`src/verilog/spes_regs.vh`:
```
// Register map, field positions, event codes and limits of the
// system interface performance event selector.
// Assumes inclusion by bare name from the design file.
`ifndef SPES_REGS_VH
`define SPES_REGS_VH

`define SPES_ADDR_W        8
`define SPES_OFF_CTRL      8'h00
`define SPES_OFF_CNT_LO    8'h04
`define SPES_OFF_CNT_HI    8'h08
`define SPES_OFF_INC       8'h0C

`define SPES_EVT_LSB       0
`define SPES_EVT_MSB       7
`define SPES_MASK_LSB      8
`define SPES_MASK_MSB      15
`define SPES_EN_BIT        22
`define SPES_CTRL_RST      32'h0000_0000
`define SPES_CTRL_WMASK    32'h0040_FFFF

`define SPES_EV_RX_BYPASS    8'h75
`define SPES_EV_RX_STANDARD  8'h74
`define SPES_EV_RX_NONDATA   8'h70
`define SPES_EV_RX_SNOOP     8'h71
`define SPES_EV_TX_DATARESP  8'h64
`define SPES_EV_TX_HOME      8'h60
`define SPES_EV_TX_BYPASS    8'h68
`define SPES_EV_TX_STANDARD  8'h66
`define SPES_EV_TX_NONDATA   8'h63
`define SPES_EV_TX_SNOOP     8'h62
`define SPES_EV_CREDIT_IN    8'h76
`define SPES_EV_CREDIT_OUT   8'h6A
`define SPES_EV_HOME_BYPASS  8'h50
`define SPES_EV_SNOOP_BYPASS 8'h51
`define SPES_EV_REQ_FILL     8'h31
`define SPES_EV_HA_BYPASS    8'h52
`define SPES_EV_HAQ_FULL     8'h2B
`define SPES_EV_HAQ_NE       8'h2D
`define SPES_EV_HAQ_FILL     8'h2F
`define SPES_EV_SHQ_FILL     8'h26
`define SPES_EV_BPQ_FULL     8'h21
`define SPES_EV_BPQ_NE       8'h24
`define SPES_EV_STQ_FULL     8'h22
`define SPES_EV_NDQ_FULL     8'h27
`define SPES_EV_NDQ_NE       8'h28

`define SPES_MAX_TX_BYPASS   6'h0B
`define SPES_MAX_TX_STANDARD 6'h03
`define SPES_MAX_REQ_FILL    7'h30
`define SPES_MAX_HAQ_FILL    6'h08
`define SPES_MAX_SHQ_FILL    6'h24
`define SPES_DEPTH_BPQ       3'h4
`define SPES_DEPTH_STQ       3'h4

`endif

```
`src/verilog/spes_event_select.v`:
```
// Event selection and increment logic for the performance counter of
// the system interface box, with a small register port.
// Assumes all event inputs are synchronous to clk_sys_i and already
// qualified per cycle by the surrounding traffic logic.
// Notes on behaviour
// - Rx bypass packets: one per packet
// - Rx standard packets: one per packet
// - Rx non-data responses: one per packet
// - Rx snoops: one per packet
// - Tx data responses, slice-pair summed, first only
// - Zero subevent mask counts nothing on masked events
// - Tx home packets: router, agent, or both
// - Tx bypass packets, pair summed, max 11
// - Tx standard packets, pair summed, max 3
// - Tx non-data responses: one per packet
// - Tx snoops: first spawned only
// - Credit idle flits from router
// - Credit return idle flits to router
// - Home bypass uses toward router
// - Snoop bypass: normal, big, summed
// - Request table fill, local/remote, max 48
// - Agent bypass cycles: messages or credits
// - Agent queue full, non-empty, fill to 8
// - Shared header buffer fill, classes, max 36
// - Bypass header buffer full and non-empty
// - Standard header buffer full cycles
// - Non-data header buffer full cycles
// - Non-data header buffer non-empty cycles
`timescale 1ns/100ps
`default_nettype none
`include "spes_regs.vh"

module spes_event_select #(
	parameter CNT_W = 48
) (
	input  wire                    clk_sys_i,
	input  wire                    rst_n_i,
	input  wire [`SPES_ADDR_W-1:0] reg_addr_i,
	input  wire [31:0]             reg_wdata_i,
	input  wire                    reg_wr_i,
	input  wire                    reg_rd_i,
	output reg  [31:0]             reg_rdata_o,
	input  wire                    rx_bypass_pkt_i,
	input  wire                    rx_standard_pkt_i,
	input  wire                    rx_nondata_pkt_i,
	input  wire                    rx_snoop_pkt_i,
	input  wire [3:0]              tx_dataresp_pkt_i,
	input  wire [3:0]              tx_dataresp_spawn_i,
	input  wire [1:0]              tx_home_pkt_i,
	input  wire [15:0]             tx_bypass_pkts_i,
	input  wire [7:0]              tx_standard_pkts_i,
	input  wire                    tx_nondata_pkt_i,
	input  wire                    tx_snoop_pkt_i,
	input  wire                    tx_snoop_spawn_i,
	input  wire                    router_credit_in_i,
	input  wire                    router_credit_out_i,
	input  wire                    router_home_bypass_i,
	input  wire [1:0]              router_snoop_bypass_i,
	input  wire [5:0]              reqtbl_local_fill_i,
	input  wire [5:0]              reqtbl_remote_fill_i,
	input  wire                    ha_bypass_msg_i,
	input  wire                    ha_bypass_credit_i,
	input  wire                    ringq_ha_full_i,
	input  wire [3:0]              ringq_ha_fill_i,
	input  wire [4:0]              ringq_snoop_fill_i,
	input  wire [2:0]              ringq_standard_fill_i,
	input  wire [2:0]              ringq_bypass_fill_i,
	input  wire                    ringq_nondata_full_i,
	input  wire                    ringq_nondata_nonempty_i,
	output reg  [CNT_W-1:0]        count_o,
	output reg  [5:0]              inc_o
);

	reg  [31:0] ctrl_r;
	reg  [5:0]  inc_nxt;
	reg  [CNT_W-1:0] cnt_nxt;
	reg  [31:0] rdata_nxt;

	// Only code, mask and enable are kept; other control bits read zero
	wire [7:0] evt_code = ctrl_r[`SPES_EVT_MSB:`SPES_EVT_LSB];
	wire [7:0] sub_mask = ctrl_r[`SPES_MASK_MSB:`SPES_MASK_LSB];
	wire       cnt_en   = ctrl_r[`SPES_EN_BIT];

	// Ceiling for sums that cannot outgrow their lanes; it keeps every
	// masked sum on the same lane-sum path
	localparam [5:0] NO_CEIL = 6'h3F;

	wire [3:0]  dr_first;
	wire [5:0]  dr_sum;
	wire [5:0]  home_sum;
	wire [5:0]  byp_sum;
	wire [5:0]  std_sum;
	wire [5:0]  snb_sum;
	wire [6:0]  req_clip;
	wire [5:0]  req_sum;
	wire [5:0]  haq_sum;
	wire [14:0] shq_lanes;
	wire [5:0]  shq_sum;

	// Second copy of a spawned data response is dropped before the sum
	assign dr_first = tx_dataresp_pkt_i & ~tx_dataresp_spawn_i;

	spes_lane_sum #(
		.LANES  (4),
		.LANE_W (1),
		.SUM_W  (6)
	) spes_lane_sum_dr_i (
		.lanes_i (dr_first),
		.mask_i  (sub_mask[3:0]),
		.limit_i (NO_CEIL),
		.sum_o   (dr_sum)
	);

	spes_lane_sum #(
		.LANES  (2),
		.LANE_W (1),
		.SUM_W  (6)
	) spes_lane_sum_home_i (
		.lanes_i (tx_home_pkt_i),
		.mask_i  (sub_mask[1:0]),
		.limit_i (NO_CEIL),
		.sum_o   (home_sum)
	);

	// Clamped so a misbehaving source cannot exceed the per-cycle ceiling
	spes_lane_sum #(
		.LANES  (4),
		.LANE_W (4),
		.SUM_W  (6)
	) spes_lane_sum_byp_i (
		.lanes_i (tx_bypass_pkts_i),
		.mask_i  (sub_mask[3:0]),
		.limit_i (`SPES_MAX_TX_BYPASS),
		.sum_o   (byp_sum)
	);

	spes_lane_sum #(
		.LANES  (4),
		.LANE_W (2),
		.SUM_W  (6)
	) spes_lane_sum_std_i (
		.lanes_i (tx_standard_pkts_i),
		.mask_i  (sub_mask[3:0]),
		.limit_i (`SPES_MAX_TX_STANDARD),
		.sum_o   (std_sum)
	);

	spes_lane_sum #(
		.LANES  (2),
		.LANE_W (1),
		.SUM_W  (6)
	) spes_lane_sum_snb_i (
		.lanes_i (router_snoop_bypass_i),
		.mask_i  (sub_mask[1:0]),
		.limit_i (NO_CEIL),
		.sum_o   (snb_sum)
	);

	spes_lane_sum #(
		.LANES  (2),
		.LANE_W (6),
		.SUM_W  (7)
	) spes_lane_sum_req_i (
		.lanes_i ({reqtbl_remote_fill_i, reqtbl_local_fill_i}),
		.mask_i  (sub_mask[1:0]),
		.limit_i (`SPES_MAX_REQ_FILL),
		.sum_o   (req_clip)
	);
	assign req_sum = req_clip[5:0];

	// Queue fill has no mask; a lane forced on keeps the same clamp path
	spes_lane_sum #(
		.LANES  (1),
		.LANE_W (4),
		.SUM_W  (6)
	) spes_lane_sum_haq_i (
		.lanes_i (ringq_ha_fill_i),
		.mask_i  (1'b1),
		.limit_i (`SPES_MAX_HAQ_FILL),
		.sum_o   (haq_sum)
	);

	// Narrow lanes are widened to the snoop lane so one instance serves
	assign shq_lanes = {2'h0, ringq_bypass_fill_i, 2'h0,
		ringq_standard_fill_i, ringq_snoop_fill_i};
	spes_lane_sum #(
		.LANES  (3),
		.LANE_W (5),
		.SUM_W  (6)
	) spes_lane_sum_shq_i (
		.lanes_i (shq_lanes),
		.mask_i  (sub_mask[2:0]),
		.limit_i (`SPES_MAX_SHQ_FILL),
		.sum_o   (shq_sum)
	);

	// Queue depths are fixed here; only the fill levels come in
	wire bpq_full = (ringq_bypass_fill_i >= `SPES_DEPTH_BPQ);
	wire bpq_ne   = (ringq_bypass_fill_i != 3'h0);
	wire stq_full = (ringq_standard_fill_i >= `SPES_DEPTH_STQ);

	// Amount for the selected event; masked events fall to zero on their
	// own when the mask is clear, unmasked ones ignore the mask
	always @* begin
		inc_nxt = 6'h00;
		case (evt_code)
		`SPES_EV_RX_BYPASS: begin
			inc_nxt = {5'h00, rx_bypass_pkt_i};
		end
		`SPES_EV_RX_STANDARD: begin
			inc_nxt = {5'h00, rx_standard_pkt_i};
		end
		`SPES_EV_RX_NONDATA: begin
			inc_nxt = {5'h00, rx_nondata_pkt_i};
		end
		`SPES_EV_RX_SNOOP: begin
			inc_nxt = {5'h00, rx_snoop_pkt_i};
		end
		`SPES_EV_TX_DATARESP: begin
			inc_nxt = dr_sum;
		end
		`SPES_EV_TX_HOME: begin
			inc_nxt = home_sum;
		end
		`SPES_EV_TX_BYPASS: begin
			inc_nxt = byp_sum;
		end
		`SPES_EV_TX_STANDARD: begin
			inc_nxt = std_sum;
		end
		`SPES_EV_TX_NONDATA: begin
			inc_nxt = {5'h00, tx_nondata_pkt_i};
		end
		`SPES_EV_TX_SNOOP: begin
			inc_nxt = {5'h00, tx_snoop_pkt_i & ~tx_snoop_spawn_i};
		end
		`SPES_EV_CREDIT_IN: begin
			inc_nxt = {5'h00, router_credit_in_i};
		end
		`SPES_EV_CREDIT_OUT: begin
			inc_nxt = {5'h00, router_credit_out_i};
		end
		`SPES_EV_HOME_BYPASS: begin
			inc_nxt = {5'h00, router_home_bypass_i};
		end
		`SPES_EV_SNOOP_BYPASS: begin
			inc_nxt = snb_sum;
		end
		`SPES_EV_REQ_FILL: begin
			inc_nxt = req_sum;
		end
		`SPES_EV_HA_BYPASS: begin
			inc_nxt = {5'h00, ha_bypass_msg_i | ha_bypass_credit_i};
		end
		`SPES_EV_HAQ_FULL: begin
			inc_nxt = {5'h00, ringq_ha_full_i};
		end
		`SPES_EV_HAQ_NE: begin
			inc_nxt = {5'h00, ringq_ha_fill_i != 4'h0};
		end
		`SPES_EV_HAQ_FILL: begin
			inc_nxt = haq_sum;
		end
		`SPES_EV_SHQ_FILL: begin
			inc_nxt = shq_sum;
		end
		`SPES_EV_BPQ_FULL: begin
			inc_nxt = {5'h00, bpq_full};
		end
		`SPES_EV_BPQ_NE: begin
			inc_nxt = {5'h00, bpq_ne};
		end
		`SPES_EV_STQ_FULL: begin
			inc_nxt = {5'h00, stq_full};
		end
		`SPES_EV_NDQ_FULL: begin
			inc_nxt = {5'h00, ringq_nondata_full_i};
		end
		`SPES_EV_NDQ_NE: begin
			inc_nxt = {5'h00, ringq_nondata_nonempty_i};
		end
		default: begin
			inc_nxt = 6'h00;
		end
		endcase
	end

	// A software write to a counter half wins over counting in that cycle,
	// so a preload is never disturbed by a late event
	always @* begin
		cnt_nxt = count_o;
		if (cnt_en)
			cnt_nxt = count_o + {{(CNT_W-6){1'b0}}, inc_nxt};
		if (reg_wr_i && reg_addr_i == `SPES_OFF_CNT_LO)
			cnt_nxt = {count_o[CNT_W-1:32], reg_wdata_i};
		if (reg_wr_i && reg_addr_i == `SPES_OFF_CNT_HI)
			cnt_nxt = {reg_wdata_i[CNT_W-33:0], count_o[31:0]};
	end

	// Read data is zero outside the cycle after a read, so several slaves
	// can share one OR-ed return path with no extra gating
	always @* begin
		rdata_nxt = 32'h0000_0000;
		if (reg_rd_i) begin
			case (reg_addr_i)
			`SPES_OFF_CTRL:   rdata_nxt = ctrl_r;
			`SPES_OFF_CNT_LO: rdata_nxt = count_o[31:0];
			`SPES_OFF_CNT_HI: rdata_nxt = {{(64-CNT_W){1'b0}},
				count_o[CNT_W-1:32]};
			`SPES_OFF_INC:    rdata_nxt = {26'h0000000, inc_o};
			default:          rdata_nxt = 32'h0000_0000;
			endcase
		end
	end

	always @(posedge clk_sys_i) begin
		if (!rst_n_i) begin
			ctrl_r      <= `SPES_CTRL_RST;
			count_o     <= {CNT_W{1'b0}};
			inc_o       <= 6'h00;
			reg_rdata_o <= 32'h0000_0000;
		end else begin
			if (reg_wr_i && reg_addr_i == `SPES_OFF_CTRL)
				ctrl_r <= reg_wdata_i & `SPES_CTRL_WMASK;
			count_o     <= cnt_nxt;
			inc_o       <= cnt_en ? inc_nxt : 6'h00;
			reg_rdata_o <= rdata_nxt;
		end
	end

endmodule

// Sum of the lanes picked by the mask, held to a per-cycle ceiling.
// SUM_W must hold LANES full lanes and be at least LANE_W wide;
// no overflow is flagged.
module spes_lane_sum #(
	parameter LANES  = 4,
	parameter LANE_W = 4,
	parameter SUM_W  = 6
) (
	input  wire [LANES*LANE_W-1:0] lanes_i,
	input  wire [LANES-1:0]        mask_i,
	input  wire [SUM_W-1:0]        limit_i,
	output reg  [SUM_W-1:0]        sum_o
);

	reg     [SUM_W-1:0] raw_sum;
	reg     [SUM_W-1:0] lane_val;
	integer             k;

	always @* begin
		raw_sum  = {SUM_W{1'b0}};
		lane_val = {SUM_W{1'b0}};
		for (k = 0; k < LANES; k = k + 1) begin
			lane_val[LANE_W-1:0] = lanes_i[k*LANE_W +: LANE_W];
			if (mask_i[k]) begin
				raw_sum = raw_sum + lane_val;
			end
		end
		sum_o = (raw_sum > limit_i) ? limit_i : raw_sum;
	end

endmodule

`default_nettype wire

```
`config.mk`:
```
export PLATFORM = sky130hd
export DESIGN_NAME = spes_event_select
export DESIGN_NICKNAME = d
export VERILOG_FILES = /design/src/verilog/spes_event_select.v
export VERILOG_INCLUDE_DIRS = /design/src /design/src/verilog
export SDC_FILE = /design/constraint.sdc
export NUM_CORES = 1
export LEC_CHECK = 0
export ABC_AREA = 0
export BUFFER_PORTS_ARGS = -buffer_cell sky130_fd_sc_hd__buf_2
export CORE_MARGIN = 3
export CORE_UTILIZATION = 35
export DETAILED_ROUTE_END_ITERATION = 8
export PLACE_DENSITY = 0.54
export SETUP_SLACK_MARGIN = 0.15
export SLEW_MARGIN = 20
export SYNTH_ARGS = -nofsm -noshare
export SYNTH_HDL_FRONTEND = slang
export SYNTH_SLANG_ARGS = --single-unit
```
`constraint.sdc`:
```
create_clock -name clk_sys_i -period 19.9 [get_ports clk_sys_i]
set_input_delay 0 -clock clk_sys_i [delete_from_list [all_inputs] [get_ports clk_sys_i]]
set_output_delay 0 -clock clk_sys_i [all_outputs]
set_load 0.05 [all_outputs]
```
==> results.sh, run 1 <==
export IMPL_outcome="completed"
export IMPL_cts_sinks=103
export IMPL_ys_ff_latch=103
export IMPL_holdCritPathClass="input pin to flip-flop"
export IMPL_holdWs_ns=0.0240
export IMPL_irDropWorstVdd_mv=0.0377
export IMPL_post_cts_resized=0
export IMPL_period_needed_ns=7.21
export IMPL_wl_per_cell_um=18.4
export IMPL_async_reset_ff_share_pct=0
export IMPL_yosysWarnings=0
export IMPL_die_area_sq_um=24000
export IMPL_multi_input_area_sq_um=5300
export IMPL_start_util_pct=36.2
export IMPL_io_buffers=207
export IMPL_regArea_sq_um=2060
export IMPL_maxSlewHeadroom_pct=34.8
export IMPL_crit_fanout=20
export IMPL_arrival_ns=7.46
export IMPL_crit_type="flip-flop to flip-flop"
export IMPL_grt_remaining_overflow=0
export IMPL_ioPinCount=208
export IMPL_rsz0062_at_grt="false"
export IMPL_antenna_left=0
export IMPL_clk_pin_slew_ns=0.08
export IMPL_cellPowerDensity_nw_per_um2=44.7
export IMPL_final_nets=1363
export IMPL_utilization_pct=44.4
export IMPL_mappedNetlistArea_sq_um=7760
export IMPL_grt_max_degree=55
export IMPL_die_w_um=155
export IMPL_yosysTopAreaCell="dfxtp_1"
export IMPL_wl_um=27100
export IMPL_startpoint_type="flip-flop"
export IMPL_rows=53
export IMPL_final_cell_mix="207 x buf_2, 131 x nand2_1, 103 x dfxtp_1, 77 x nor2_1, 73 x a21oi_1"
export IMPL_syn_nets=1167
export IMPL_drt_iter0_markers=514
export IMPL_synth_area_top_cells="dfxtp_1 27%, ha_1 6.6%, nand2_1 6.3%"
export IMPL_tightest_slew_ns=0.975
export IMPL_synth_ff_type="dfxtp_1"
export IMPL_drc=0
export IMPL_antenna_found_initial=1
export IMPL_required_ns=20.15
export IMPL_synth_cells=994
export IMPL_end_kind="flip-flop"
export IMPL_layout_commonest_cell="buf_2"
export IMPL_grt_pass1_vias=7793
export IMPL_gp_congestion=0.848
export IMPL_finalPower_mw=0.425
export IMPL_num_vias=8161
export IMPL_cts_path_max_buffers=2
export IMPL_finalCritPeriodShare_pct=36.2
export IMPL_area_growth_pct=22.6
export IMPL_grt_usage_pct=22.1
export IMPL_cts_tree="done"
export IMPL_worst_skew_pair_late_latency_ns=0.36
export IMPL_drv_cap=0
export IMPL_first_pass_iters=5
export IMPL_cts_root_buffer="clkbuf_16"
export IMPL_synth_avg_cell_area_sq_um=7.81
export IMPL_fin_worst_skew_ns=0.0131
export IMPL_clock_fmax_mhz=139
export IMPL_synth_top_area_share_pct=26.6
export IMPL_fp_coreArea_sq_um=21400
export IMPL_drive_gt1_share_pct=23.1
export IMPL_ys_seq_area_share_pct=26.6
export IMPL_final_setup_tns_ns=0
export IMPL_synth_cell_types=88
export IMPL_finalHoldViolCount=0
export IMPL_drt_vias_per_instance=5.55
export IMPL_leakagePower_nw=3.95
export IMPL_grt_pass1_wl_um=43000
export IMPL_setup_viol_count_final=0
export IMPL_dp_hpwl_um=21000
export IMPL_die_y_um=155
export IMPL_fill_cells=2237
export IMPL_report_final_slew_viol_count=0
export IMPL_synth_edf_count=0
export IMPL_numCtsBuffers=9
export IMPL_cts_htree_levels=3
[per-layer routing]
layer  wire, um  global-route usage [%]  vias up  part of all wire [%]
met2      12000                    33.4      281                    44
met4        393                    4.54        0                   1.4
li1           -                       -     4006                     -
met1      13000                    33.2     3845                    48
met3       1760                    3.53       29                   6.5
met5          0                       0        -                     0
[power by group]
part	internal [mW]	leakage, nW	switching [mW]
Clock	0.0880	0.141	0.0898
Combinational	0.0181	2.98	0.0217
Sequential	0.206	0.829	0.00102
Total	0.313	3.95	0.113
[cells in the mapped netlist (22+ instances only)]
cell type / number
clkbuf_1: 33
a21oi_1: 74
nor2b_1: 22
xnor2_1: 26
nand3_1: 23
nor3_1: 29
ha_1: 41
and2_1: 36
nor2_1: 77
nand2_1: 131
dfxtp_1: 103
o21ai_0: 58
inv_1: 43
[metrics by stage]
step	area, sq um	setup WS, ns	instances
final	9520	12.69	1471
after global routing	9520	12.13	1471
after CTS	9510	12.71	1470
after detailed placement	9000	12.74	1431
after global placement	9000	12.89	1431
after floorplan	7760	13.49	994
[layout make-up]
class                           count  area share (%)
Tap cell                          275            3.62
Inverter                           46            1.81
Sequential cell                   103            21.7
Clock buffer                        9            2.37
Multi-Input combinational cell    789            55.7
Antenna cell                        1          0.0263
Clock inverter                      7           0.644
Timing Repair Buffer              241            14.2
[what timing repair did]
item                                   CTS  global route
hold buffers                            23             0
setup buffers                            0             0
endpoints found under the hold margin   44             0
[registers in the layout (all words and copies together), names as in the netlist]
register	flops
count_o	48
reg_rdata_o	32
ctrl_r	17
inc_o	6
[path summary, 6_finish.rpt]
kind | startpoint | to | slack [ns] | depth (start not counted)
worst max-delay path | ctrl_r[8] | count_o[20] | 12.69 | 27
worst min register to register | ctrl_r[14] | ctrl_r[14] | 0.45 | 2
worst max register to register | ctrl_r[8] | count_o[20] | 12.69 | 27
worst min-delay path | reg_wdata_i[16] | count_o[16] | 0.02 | 3
[critical path: stages, from the launching register on]
cell	delay, ns
dfxtp_1	0.69
and2_1	0.23
ha_1	0.16
fa_1	0.39
and2_1	0.15
or2_2	0.30
inv_1	0.09
fa_1	0.42
nand2_1	0.07
a21boi_0	0.29
inv_1	0.13
fa_1	0.39
nand2b_1	0.16
a211oi_1	0.22
mux2i_1	0.13
a2111oi_0	0.54
o211ai_1	0.19
nor3_1	0.20
o211ai_1	0.12
ha_1	0.23
fa_1	0.41
a21oi_1	0.17
o21ai_1	0.13
a21boi_0	0.44
nor3_1	0.25
and3_1	0.25
o21a_1	0.16
o21a_1	0.16
[kinds of logic after synthesis]
group / share of synthesized area [%]
AOI/OAI and AO/OA: 22.1
xor gates and xnor gates: 3.50
adders and majority gates: 9.32
buffers and inverters: 5.37
DFF: 26.6
muxes: 6.33
and+or+nand+nor: 26.8
No activity file was read; power rests on OpenSTA's default activity.
==> run 2, diff against run 1 <==
- clock period: 19.9 -> 6.9 ns (I/O delays scaled with it)
==> run 2 against run 1 <==
Effect of this change:
- design area grew 1.3%
- final cell count grew 0.14%
- clock power grew to 3.0 times the previous value
- register-to-register slack lost 12 ns
- wire length grew 0.56%
- worst setup slack lost 12 ns
- count of clock-buffer cells in the layout grew 1
- fmax grew 14%
- flip-flop and latch count is the same
==> results.sh, run 2 (synthesis results as in run 1) <==
export IMPL_grt_pass1_vias=7694
export IMPL_drc=0
export IMPL_start_util_pct=36.2
export IMPL_die_area_sq_um=24000
export IMPL_holdCritPathClass="input pin to flip-flop"
export IMPL_area_growth_pct=24.2
export IMPL_fin_cells=1473
export IMPL_reg_top3="count_o: 48 flops, reg_rdata_o: 32 flops, ctrl_r: 17 flops"
export IMPL_rsz0062_at_grt="false"
export IMPL_arrival_ns=6.60
export IMPL_period_needed_ns=6.34
export IMPL_clock_fmax_mhz=158
export IMPL_wl_per_cell_um=18.5
export IMPL_leakagePower_nw=4.01
export IMPL_irDropWorstVdd_mv=0.110
export IMPL_grt_pass1_wl_um=42200
export IMPL_finalCritPeriodShare_pct=91.9
export IMPL_drt_iter0_markers=527
export IMPL_layout_commonest_cell="buf_2"
export IMPL_utilization_pct=45.0
export IMPL_clk_pin_slew_ns=0.07
export IMPL_design_area_sq_um=9640
export IMPL_place_inst=1431
export IMPL_dp_hpwl_um=20800
export IMPL_cts_tree="done"
export IMPL_drive_gt1_share_pct=24.7
export IMPL_worst_skew_pair_late_latency_ns=0.36
export IMPL_num_antenna_cells=0
export IMPL_post_dp_cell_area_sq_um=9000
export IMPL_top_register="count_o"
export IMPL_grt_usage_pct=21.8
export IMPL_grt_max_degree=55
export IMPL_cts_root_buffer="clkbuf_16"
export IMPL_setup_viol_count_final=0
export IMPL_finalHoldViolCount=0
export IMPL_antenna_left=0
export IMPL_required_ns=7.16
export IMPL_crit_fanout=8
export IMPL_final_nets=1366
export IMPL_fp_coreArea_sq_um=21400
export IMPL_tightest_slew_ns=0.969
export IMPL_report_final_slew_viol_count=0
export IMPL_hold_path_cell_count=5
export IMPL_critical_path_most_common_cell="fa_1"
export IMPL_ioPinCount=208
export IMPL_startpoint_type="flip-flop"
export IMPL_worst_slack_ns=0.556
export IMPL_gp_congestion=0.849
export IMPL_maxSlewHeadroom_pct=35.2
export IMPL_r2r_cells=27
export IMPL_critPathSlowestCell="fa_1"
export IMPL_grt_remaining_overflow=0
export IMPL_cts_htree_levels=3
export IMPL_final_cell_mix="207 x buf_2, 130 x nand2_1, 102 x dfxtp_1, 75 x nor2_1, 71 x a21oi_1"
export IMPL_die_y_um=155
export IMPL_finalPower_mw=1.25
export IMPL_io_buffers=207
export IMPL_final_setup_tns_ns=0
export IMPL_outcome="completed"
export IMPL_largest_reg_flops=48
export IMPL_cts_sinks=103
export IMPL_cellPowerDensity_nw_per_um2=130
export IMPL_cts_path_max_buffers=2
export IMPL_fin_worst_skew_ns=0.00803
export IMPL_critical_path_max_stage_delay_ns=0.43
export IMPL_crit_type="flip-flop to flip-flop"
export IMPL_place_ws_ns=-0.115
export IMPL_antenna_found_initial=0
export IMPL_die_w_um=155
export IMPL_drv_cap=0
export IMPL_end_kind="flip-flop"
export IMPL_holdWs_ns=0.00901
export IMPL_numCtsBuffers=9
export IMPL_first_pass_iters=5
export IMPL_num_vias=8124
export IMPL_drt_vias_per_instance=5.52
export IMPL_rows=53
export IMPL_wl_um=27300
## run 2: routing by layer
metal | vias to the layer above | track usage [%] | part of all wire (%)
met5 | - | 0 | 0
li1 | 4008 | - | -
met3 | 25 | 4.70 | 7.0
met4 | 0 | 3.49 | 1.3
met2 | 285 | 33.3 | 44
met1 | 3806 | 32.2 | 48
## run 2: worst max-delay path: cells and delay by family (launching register included)
kind	cells	cell delay (ns)
buf+inv	2	0.21
simple gates	8	1.44
fa+ha+maj	6	2.09
flops	1	0.36
mux	1	0.14
compound gates	10	2.03
## run 2: repair_timing
item                                    in CTS  in global routing
gates resized for setup                      4                 21
endpoints found under the setup margin      23                 42
hold buffers                                22                  0
pin swaps                                    0                  4
hold endpoints to repair                    44                  0
setup buffers                                0                  4
## run 2: power by group
group / internal (mW) / leakage [nW] / switching, mW
Clock: 0.288 / 0.149 / 0.252
Sequential: 0.595 / 0.830 / 0.00287
Combinational: 0.0517 / 3.03 / 0.0635
Total: 0.935 / 4.01 / 0.319
## run 2: layout make-up
class / instances / area [sq um]
clock buffer: 10 / 229
clock inverter: 6 / 76.3
fill: 2187 / 11800
inverter: 46 / 173
multi-input combinational: 789 / 5390
sequential: 103 / 2060
tap: 275 / 344
timing repair buffer: 244 / 1370
## run 2: worst paths after layout
path,startpoint,end,slack [ns]
hold / removal,reg_wdata_i[23],count_o[23],0.009
setup reg to reg,ctrl_r[8],count_o[20],0.56
setup / recovery,ctrl_r[8],count_o[20],0.56
hold reg to reg,ctrl_r[14],ctrl_r[14],0.45
